## src/hdl/prio_regs_defs.svh

```systemverilog
// constants of the interrupt priority register bank
// assumes a 32-bit apb bus with 12 address bits
`ifndef PRIO_REGS_DEFS_SVH
`define PRIO_REGS_DEFS_SVH

`define PR_ADDR_W 12
`define PR_NUM_SRC 15
`define PR_NUM_SLOT 7

// byte offsets of the seven registers
`define PR_OFS_CTRL10 12'h028
`define PR_OFS_CTRL11 12'h02c
`define PR_OFS_CTRL12 12'h030
`define PR_OFS_CTRL13 12'h034
`define PR_OFS_CTRL15 12'h03c
`define PR_OFS_CTRL16 12'h040
`define PR_OFS_CTRL18 12'h048

// slot numbers of the registers
`define PR_SLOT_CTRL10 0
`define PR_SLOT_CTRL11 1
`define PR_SLOT_CTRL12 2
`define PR_SLOT_CTRL13 3
`define PR_SLOT_CTRL15 4
`define PR_SLOT_CTRL16 5
`define PR_SLOT_CTRL18 6

// field reset value
`define PR_FIELD_RESET 3'h4

// lowest bit of each field in its register
`define PR_LSB_CMP_OUT7 12
`define PR_LSB_CMP_OUT6 8
`define PR_LSB_CMP_OUT5 4
`define PR_LSB_CAPTURE6 0
`define PR_LSB_PAR_MASTER_PORT 4
`define PR_LSB_CMP_OUT8 0
`define PR_LSB_I2C_B_MASTER 8
`define PR_LSB_I2C_B_SLAVE 4
`define PR_LSB_EXT_IRQ4 8
`define PR_LSB_EXT_IRQ3 4
`define PR_LSB_CLOCK_CALENDAR 8
`define PR_LSB_CRC_ERROR 12
`define PR_LSB_UART_B_ERROR 8
`define PR_LSB_UART_A_ERROR 4
`define PR_LSB_LOW_VOLT_DETECT 0

`endif

```

## src/hdl/prio_regs_pkg.sv

```systemverilog
// types of the interrupt priority register bank
// assumes nothing of its surroundings
package prio_regs_pkg;

    typedef logic [2:0] prio_t;

    typedef enum logic [1:0] {
        ST_IDLE = 2'b01,
        ST_ACCESS = 2'b10
    } apb_state_t;

    // index of each source in the request and level vectors
    typedef enum logic [3:0] {
        CMP_OUT7_PRIO = 4'h0,
        CMP_OUT6_PRIO = 4'h1,
        CMP_OUT5_PRIO = 4'h2,
        CAPTURE6_PRIO = 4'h3,
        PAR_MASTER_PORT_PRIO = 4'h4,
        CMP_OUT8_PRIO = 4'h5,
        I2C_B_MASTER_PRIO = 4'h6,
        I2C_B_SLAVE_PRIO = 4'h7,
        EXT_IRQ4_PRIO = 4'h8,
        EXT_IRQ3_PRIO = 4'h9,
        CLOCK_CALENDAR_PRIO = 4'ha,
        CRC_ERROR_PRIO = 4'hb,
        UART_B_ERROR_PRIO = 4'hc,
        UART_A_ERROR_PRIO = 4'hd,
        LOW_VOLT_DETECT_PRIO = 4'he
    } src_id_t;

endpackage : prio_regs_pkg

```

## src/hdl/prio_field.sv

```systemverilog
// one three-bit priority field
// assumes write enable and data on the same clock
`timescale 1ns/100ps
module prio_field
    import prio_regs_pkg::*;
#(
    parameter prio_regs_pkg::prio_t RESET_VAL = 3'h4
)
(
    input wire logic clock_i,
    input wire logic resetn_i,
    input wire logic ce_i,
    input wire logic wr_en_i,
    input wire prio_regs_pkg::prio_t wdata_i,
    output prio_regs_pkg::prio_t value_o
);
    prio_t value_r;

    always_ff @(posedge clock_i or negedge resetn_i)
    begin
        if (!resetn_i)
            value_r <= RESET_VAL;
        else if (ce_i && wr_en_i)
            value_r <= wdata_i;
    end

    assign value_o = value_r;

endmodule : prio_field

```

## src/hdl/prio_gate.sv

```systemverilog
// gates one source request by its priority code
// assumes the request comes from logic on the same clock
`timescale 1ns/100ps
module prio_gate
    import prio_regs_pkg::*;
(
    input wire logic clock_i,
    input wire logic resetn_i,
    input wire logic ce_i,
    input wire logic req_i,
    input wire prio_regs_pkg::prio_t prio_i,
    output logic req_o,
    output prio_regs_pkg::prio_t level_o
);
    logic enabled;
    logic req_r;
    prio_t level_r;

    // code zero disables, other codes are the level itself
    assign enabled = (prio_i != 3'h0);

    always_ff @(posedge clock_i or negedge resetn_i)
    begin
        if (!resetn_i)
        begin
            req_r <= 1'b0;
            level_r <= 3'h0;
        end
        else if (ce_i)
        begin
            req_r <= req_i && enabled;
            level_r <= (req_i && enabled) ? prio_i : 3'h0;
        end
    end

    assign req_o = req_r;
    assign level_o = level_r;

endmodule : prio_gate

```

## src/hdl/prio_regs.sv

```systemverilog
// interrupt priority register bank with apb slave
// assumes apb master and source requests on clock_i
//
// Notes on behaviour
// - fields are three bits; 111 is level 7 highest, 001 level 1
// - a field holding 000 disables its source; no request is raised
// - unassigned bits ignore writes and read as zero
// - every field resets to 100, level 4
// - all field bits are read/write; reads return last write
// - register 10 holds cmp out 7, 6, 5 and capture 6 fields
// - register 11 holds parallel port and cmp out 8 fields
// - register 12 holds second i2c master and slave fields
// - register 13 holds external irq 4 and 3 fields
// - register 15 holds only the clock calendar field
// - register 16 holds crc error and two uart error fields
// - register 18 holds only the low voltage detect field
`include "prio_regs_defs.svh"
`timescale 1ns/100ps
module prio_regs
    import prio_regs_pkg::*;
#(
    parameter int NUM_SRC = `PR_NUM_SRC
)
(
    input wire logic clock_i,
    input wire logic resetn_i,
    input wire logic ce_i,
    input wire logic psel_i,
    input wire logic penable_i,
    input wire logic pwrite_i,
    input wire logic [`PR_ADDR_W-1:0] paddr_i,
    input wire logic [31:0] pwdata_i,
    input wire logic [3:0] pstrb_i,
    output logic [31:0] prdata_o,
    output logic pready_o,
    output logic pslverr_o,
    input wire logic [NUM_SRC-1:0] src_req_i,
    output logic [NUM_SRC-1:0] req_o,
    output logic [3*NUM_SRC-1:0] level_o
);
    import prio_regs_pkg::*;

    localparam int NUM_SLOT = `PR_NUM_SLOT;

    // -------------------------------------------------------------
    // field table
    // -------------------------------------------------------------
    localparam logic [`PR_ADDR_W-1:0] SLOT_OFS [NUM_SLOT] = '{
        `PR_OFS_CTRL10, `PR_OFS_CTRL11, `PR_OFS_CTRL12,
        `PR_OFS_CTRL13, `PR_OFS_CTRL15, `PR_OFS_CTRL16,
        `PR_OFS_CTRL18
    };

    localparam int FLD_SLOT [`PR_NUM_SRC] = '{
        `PR_SLOT_CTRL10, `PR_SLOT_CTRL10, `PR_SLOT_CTRL10,
        `PR_SLOT_CTRL10, `PR_SLOT_CTRL11, `PR_SLOT_CTRL11,
        `PR_SLOT_CTRL12, `PR_SLOT_CTRL12, `PR_SLOT_CTRL13,
        `PR_SLOT_CTRL13, `PR_SLOT_CTRL15, `PR_SLOT_CTRL16,
        `PR_SLOT_CTRL16, `PR_SLOT_CTRL16, `PR_SLOT_CTRL18
    };

    localparam int FLD_LSB [`PR_NUM_SRC] = '{
        `PR_LSB_CMP_OUT7, `PR_LSB_CMP_OUT6, `PR_LSB_CMP_OUT5,
        `PR_LSB_CAPTURE6, `PR_LSB_PAR_MASTER_PORT,
        `PR_LSB_CMP_OUT8, `PR_LSB_I2C_B_MASTER,
        `PR_LSB_I2C_B_SLAVE, `PR_LSB_EXT_IRQ4, `PR_LSB_EXT_IRQ3,
        `PR_LSB_CLOCK_CALENDAR, `PR_LSB_CRC_ERROR,
        `PR_LSB_UART_B_ERROR, `PR_LSB_UART_A_ERROR,
        `PR_LSB_LOW_VOLT_DETECT
    };

    // -------------------------------------------------------------
    // apb decode
    // -------------------------------------------------------------
    apb_state_t state_r;
    apb_state_t state_nxt;
    logic [31:0] prdata_r;
    logic pslverr_r;
    logic [NUM_SLOT-1:0] slot_hit;
    logic addr_ok;
    logic setup_ph;
    logic wr_fire;
    logic [31:0] rd_word;
    logic [31:0] rd_mask;
    logic [31:0] regs_word [NUM_SLOT];
    logic [31:0] slot_mask [NUM_SLOT];
    prio_t fld [NUM_SRC];

    genvar s;
    generate
        for (s = 0; s < NUM_SLOT; s++)
        begin : g_slot
            assign slot_hit[s] = (paddr_i == SLOT_OFS[s]);
        end
    endgenerate

    assign addr_ok = |slot_hit;
    assign setup_ph = psel_i && !penable_i;
    assign wr_fire = psel_i && penable_i && pwrite_i &&
        (state_r == ST_ACCESS) && addr_ok;
    assign state_nxt = setup_ph ? ST_ACCESS : ST_IDLE;

    // -------------------------------------------------------------
    // readback words
    // -------------------------------------------------------------
    // bits outside the field table stay zero on read
    always_comb
    begin
        for (int k = 0; k < NUM_SLOT; k++)
        begin
            regs_word[k] = 32'h0;
            slot_mask[k] = 32'h0;
            for (int i = 0; i < NUM_SRC; i++)
            begin
                if (FLD_SLOT[i] == k)
                begin
                    regs_word[k][FLD_LSB[i] +: 3] = fld[i];
                    slot_mask[k][FLD_LSB[i] +: 3] = 3'h7;
                end
            end
        end
    end

    always_comb
    begin
        rd_word = 32'h0;
        rd_mask = 32'h0;
        for (int k = 0; k < NUM_SLOT; k++)
        begin
            if (slot_hit[k])
            begin
                rd_word = rd_word | regs_word[k];
                rd_mask = rd_mask | slot_mask[k];
            end
        end
    end

    // -------------------------------------------------------------
    // apb slave state
    // -------------------------------------------------------------
    // read data and error are caught in the setup cycle so that
    // every bus output comes from a flip-flop; no wait states
    always_ff @(posedge clock_i or negedge resetn_i)
    begin
        if (!resetn_i)
            state_r <= ST_IDLE;
        else if (ce_i)
            state_r <= state_nxt;
    end

    always_ff @(posedge clock_i or negedge resetn_i)
    begin
        if (!resetn_i)
        begin
            prdata_r <= 32'h0;
            pslverr_r <= 1'b0;
        end
        else if (ce_i)
        begin
            prdata_r <= (setup_ph && !pwrite_i) ? rd_word : 32'h0;
            pslverr_r <= setup_ph && !addr_ok;
        end
    end

    always_comb
    begin
        case (state_r)
            ST_ACCESS: pready_o = 1'b1;
            ST_IDLE: pready_o = 1'b0;
            default: pready_o = 1'b0;
        endcase
    end

    assign prdata_o = prdata_r;
    assign pslverr_o = pslverr_r;

    // -------------------------------------------------------------
    // fields and request gates
    // -------------------------------------------------------------
    genvar i;
    generate
        for (i = 0; i < NUM_SRC; i++)
        begin : g_src
            logic wr_en;
            prio_t lvl;

            // byte lane of the field must be strobed
            assign wr_en = wr_fire && slot_hit[FLD_SLOT[i]] &&
                pstrb_i[FLD_LSB[i] / 8];

            prio_field #(
                .RESET_VAL(`PR_FIELD_RESET)
            ) u_field (
                .clock_i(clock_i),
                .resetn_i(resetn_i),
                .ce_i(ce_i),
                .wr_en_i(wr_en),
                .wdata_i(pwdata_i[FLD_LSB[i] +: 3]),
                .value_o(fld[i])
            );

            prio_gate u_gate (
                .clock_i(clock_i),
                .resetn_i(resetn_i),
                .ce_i(ce_i),
                .req_i(src_req_i[i]),
                .prio_i(fld[i]),
                .req_o(req_o[i]),
                .level_o(lvl)
            );

            assign level_o[3*i +: 3] = lvl;
        end
    endgenerate

    logic wrote_r;
    logic [31:0] mask_r;

    always_ff @(posedge clock_i or negedge resetn_i)
    begin
        if (!resetn_i)
        begin
            wrote_r <= 1'b0;
            mask_r <= 32'h0;
        end
        else if (ce_i)
        begin
            if (wr_fire)
                wrote_r <= 1'b1;
            if (setup_ph)
                mask_r <= rd_mask;
        end
    end

    generate
        for (i = 0; i < NUM_SRC; i++)
        begin : g_chk

        end
    endgenerate

    function automatic logic [31:0] rd_word_of(
        input logic [NUM_SLOT-1:0] hit
    );
        logic [31:0] w;
        w = 32'h0;
        for (int k = 0; k < NUM_SLOT; k++)
        begin
            if (hit[k])
                w = w | regs_word[k];
        end
        return w;
    endfunction : rd_word_of
endmodule : prio_regs

```

## config.mk

```make
export PLATFORM = sky130hd
export DESIGN_NAME = prio_regs
export DESIGN_NICKNAME = d
export VERILOG_FILES = /design/src/hdl/prio_regs_pkg.sv /design/src/hdl/prio_field.sv /design/src/hdl/prio_gate.sv /design/src/hdl/prio_regs.sv
export VERILOG_INCLUDE_DIRS = /design/src /design/src/hdl
export SDC_FILE = /design/constraint.sdc
export NUM_CORES = 1
export LEC_CHECK = 0
export BUFFER_PORTS_ARGS = -buffer_cell sky130_fd_sc_hd__clkbuf_2
export CAP_MARGIN = 25
export CORE_MARGIN = 4
export CORE_UTILIZATION = 47
export CTS_CLUSTER_SIZE = 12
export DETAILED_ROUTE_END_ITERATION = 16
export GPL_ROUTABILITY_DRIVEN = 0
export PLACE_DENSITY = 0.72
export SETUP_SLACK_MARGIN = 0.2
export SKIP_LAST_GASP = 1
export SYNTH_ARGS = -nofsm -noshare
export SYNTH_HDL_FRONTEND = slang
export SYNTH_SLANG_ARGS = --single-unit
```

## constraint.sdc

```tcl
create_clock -name clock_i -period 2.05 [get_ports clock_i]
set_input_delay 0.205 -clock clock_i [delete_from_list [all_inputs] [get_ports clock_i]]
set_output_delay 0.205 -clock clock_i [all_outputs]
set_load 0.1 [all_outputs]
```

==> summary.md <==
| Metric | Value |
|---|---|
| Run status | completed |
| Worst Path Arrival | 2.11 ns |
| Power per Cell Area | 842 mW/mm^2 |
| Critical-path cell list | and4b_1, nand3_4, or4_4, mux2_4 |
| Post-route design area | 0.00699 sq mm |
| GR Util met2 | 0.337 |
| Ys flop type | dfrtp_1 |
| Clock latency on the worst-skew pair | 0.41 ns |
| Synth-to-layout area growth | 25.5% |
| Die Width | 117 um |
| Number of global-route vias before repair | 4302 |
| GR Util met1 | 0.269 |
| Worst hold slack | 0.0612 ns |
| Length of the first detailed-routing pass in iterations | 7 |
| TritonCTS clock tree | done |
| Final setup violation count | 0 |
| Fraction of the yosys area taken by sequential cells | 0.543 |
| Worst R2R Setup Slack | 0.22 ns |
| Crit share post-route | 0.890 |
| All-layer global routing usage | 0.209 |
| Initial core utilization | 0.484 |
| Worst Hold Depth | 2 |
| DP HPWL | 9920 um |
| Relative slew margins | 0.619 |
| Hold Path Origin | pwdata_i[13] |
| Hold violation count in the final report | 0 |
| Post-route worst setup slack | 0.225 ns |
| Max H-tree Level | 4 |
| Setup slack at placement | -0.188 ns |
| Top cell type by total area after synthesis | dfrtp_1 |
| Root Buffer | clkbuf_16 |
| Routed vias/inst | 5.45 |
| Number of nets in the final layout | 704 |
| Clock network fraction of total power | 0.524 |
| Portion of synthesized cell area occupied by the leading cell type | 0.467 |
| Data required time at the worst endpoint | 2.33 ns |
| Fill cell count | 962 |
| EDFF count, synth | 0 |
| Dominant cells by area after synthesis | dfrtp_1, mux2_2, dfstp_2, o21ai_0, nand3_1 |
| Setup skew after layout | 0.00697 ns |
| Crit path launch type | register |
| Number of cells produced by synthesis | 513 |
| R2r startpoint | state_r[0]$_DFFE_PN1P_ |
| Core area | 0.0115 sq mm |
| Drt initial violations | 259 |
| Fraction of power consumed by sequential logic | 0.405 |
| Endpoint of the worst-slack reg-to-reg timing path | g_src[4].u_field.value_o[1]$_DFFE_PN0P_ |
| Worst-case clock buffer depth | 2 |
| Y dimension of the die | 117 um |
| Fraction of final layout cells with drive strength greater than 1 | 0.387 |
| Maximum vdd ir drop | 443 uV |
| Cell Rows | 39 |
| WHS Endpoint | g_src[0].u_field.value_o[1]$_DFFE_PN0P_ |
| First-pass GRT wire length | 21700 um |
| Length in cells of the worst reg-to-reg path | 4 |
| Remaining global-route overflow | 0 |
| Power Internal | 4.52 mW |
| Type of the worst min-delay path | in2reg |
| Antenna Diode Count | 0 |
| CP peak stage delay | 0.59 ns |
| Sort of element at the end of the critical path | register |
| Routed length per instance | 17.2 um |
| Maximum fanout encountered on the critical timing path | 6 |
| LEAKAGE | 3.33 nW |
| Most frequent cell after synthesis | dfrtp_1 |
| Warnings from Yosys | 0 |
| Via total after detailed routing | 4309 |
| Worst-margin pin slew | 0.570 ns |
| Detailed-route DRC error count | 0 |
| Distinct cell type count after synthesis | 42 |
| Largest net degree at the start of global routing | 98 |
| Max Freq | 548 MHz |
| Post-DP Area | 0.00628 sq mm |
| Most Crowded Layer GR | met2 |
| Clock input transition at the sequential cells of the worst setup and hold paths | 0.06 ns |
| Mean Syn Cell Area | 10.9 sq um |
| Antenna violations before repair | 0 |
| Async set-reset flop share out of synthesis | 1.00 |
| Met3 track demand over resource in global routing | 0.0602 |
| Netlist Area Pre-Place | 0.00557 sq mm |
| Final wirelength | 13600 um |
| Class of the most critical setup path | reg2reg |
| Combinational group share of total power | 0.071 |
| Total I/O pin count | 163 |
| Switching power of the nets | 1.36 mW |
| RSZ-0062 raised after global routing | yes |
| Switching portion of total power | 0.231 |
| Max capacitance violation total | 0 |
| Sink Count | 120 |
| Slowest cell on the critical path | or4_4 |
| Flip-flop and latch count after synthesis | 120 |
| Antenna violation net count after detailed routing | 0 |
| Full die area | 0.0137 sq mm |
| Final critical path time including I/O delays and setup | 1.83 ns |
| Most common library cells after synthesis | dfrtp_1, inv_1, o21ai_0, nand3_1, mux2_2 |
| PortBufs | 120 |
| Final number of max-transition violations | 0 |
| Inserted Clock Buffers | 17 |
## placed cells by master (no fill, tap or decap), types with 4 or more instances in the layout
cell type  instances
o2bb2ai_1          4
conb_1            20
nor2b_1            4
clkbuf_2         118
clkbuf_16         17
dfstp_2           16
inv_1             63
dfrtp_1          104
buf_4             20
a22oi_1            6
o211ai_1           4
a22o_1             6
buf_12             4
o21ai_0           61
mux2_2            40
nand2_1            9
nor2_1             5
nor4_4             4
clkbuf_8           5
o311ai_0          15
nand3_1           55
nand4_1            8
mux2_4             8
## critical path, delay by kind of cell, from the launching register on
kind | cells | cell delay, ns
simple gates | 3 | 1.01
flops | 1 | 0.38
mux | 1 | 0.32
## state kept, by name, indices dropped and copies added, names as in the netlist
name                   count
g_src.u_field.value_o     45
g_src.u_gate.level_o      45
g_src.u_gate.req_o        15
prdata_o                  12
state_r                    2
pslverr_o                  1
## area by class of cell
class | count | area [sq um] | share of cell area
timing repair buffer | 144 | 842 | 0.120
multi-input combinational | 289 | 2090 | 0.299
clock inverter | 7 | 116 | 0.0166
inverter | 63 | 236 | 0.0338
tap | 143 | 179 | 0.0256
sequential | 120 | 3020 | 0.433
clock buffer | 25 | 505 | 0.0723
## power groups by stage
stage	Sequential, mW	Combinational [mW]	Clock, mW
finish	2.38	0.417	3.09
detailed placement	2.42	0.410	0
global placement	2.42	0.401	0
floorplan	2.43	0.265	0
CTS	2.38	0.413	3.14
global route	2.38	0.448	3.28
## cells by family after synthesis
logic type,after synthesis,share of synthesized area
AO/OA/AOI/OAI,107,0.126
AND/OR/NAND/NOR,114,0.120
buffers and inverters,123,0.109
other,1,0.000673
flip-flops,120,0.543
multiplexers,48,0.101
## stage by stage
step                utilization  power, mW  setup TNS, ns  cells
floorplan                     -       2.70         -0.642    532
detailed placement        0.546       2.83          -3.46    757
CTS                       0.601       5.94              0    790
finish                    0.607       5.89              0    791
global placement          0.546       2.82          -3.31    757
global route              0.607       6.10              0    791
## layer usage
layer  share of wire  up-vias
li1                -     2023
met5               0        -
met1            0.42     2101
met2            0.49      163
met4           0.021        0
met3           0.066       22
## what timing repair did
action,CTS,global route
buffers inserted,0,1
hold endpoints to repair,104,0
resized for setup,1,8
gates cloned,0,0
hold buffers,1,0
pin swaps,0,2
setup endpoints to repair,14,16
## worst max-delay path by stage
| stage | start | endpoint | cells after the start |
|---|---|---|---|
| finish | state_r[0]$_DFFE_PN1P_ | g_src[4].u_field.value_o[1]$_DFFE_PN0P_ | 4 |
| global route | state_r[0]$_DFFE_PN1P_ | g_src[4].u_field.value_o[1]$_DFFE_PN0P_ | 4 |
| global placement | paddr_i[9] | g_src[8].u_field.value_o[1]$_DFFE_PN0P_ | 7 |
| detailed placement | paddr_i[9] | g_src[9].u_field.value_o[0]$_DFFE_PN0P_ | 6 |
| CTS | state_r[0]$_DFFE_PN1P_ | g_src[8].u_field.value_o[1]$_DFFE_PN0P_ | 6 |
| floorplan | paddr_i[9] | g_src[4].u_field.value_o[0]$_DFFE_PN0P_ | 6 |
Note: power is estimated with default switching activity, not from simulation.
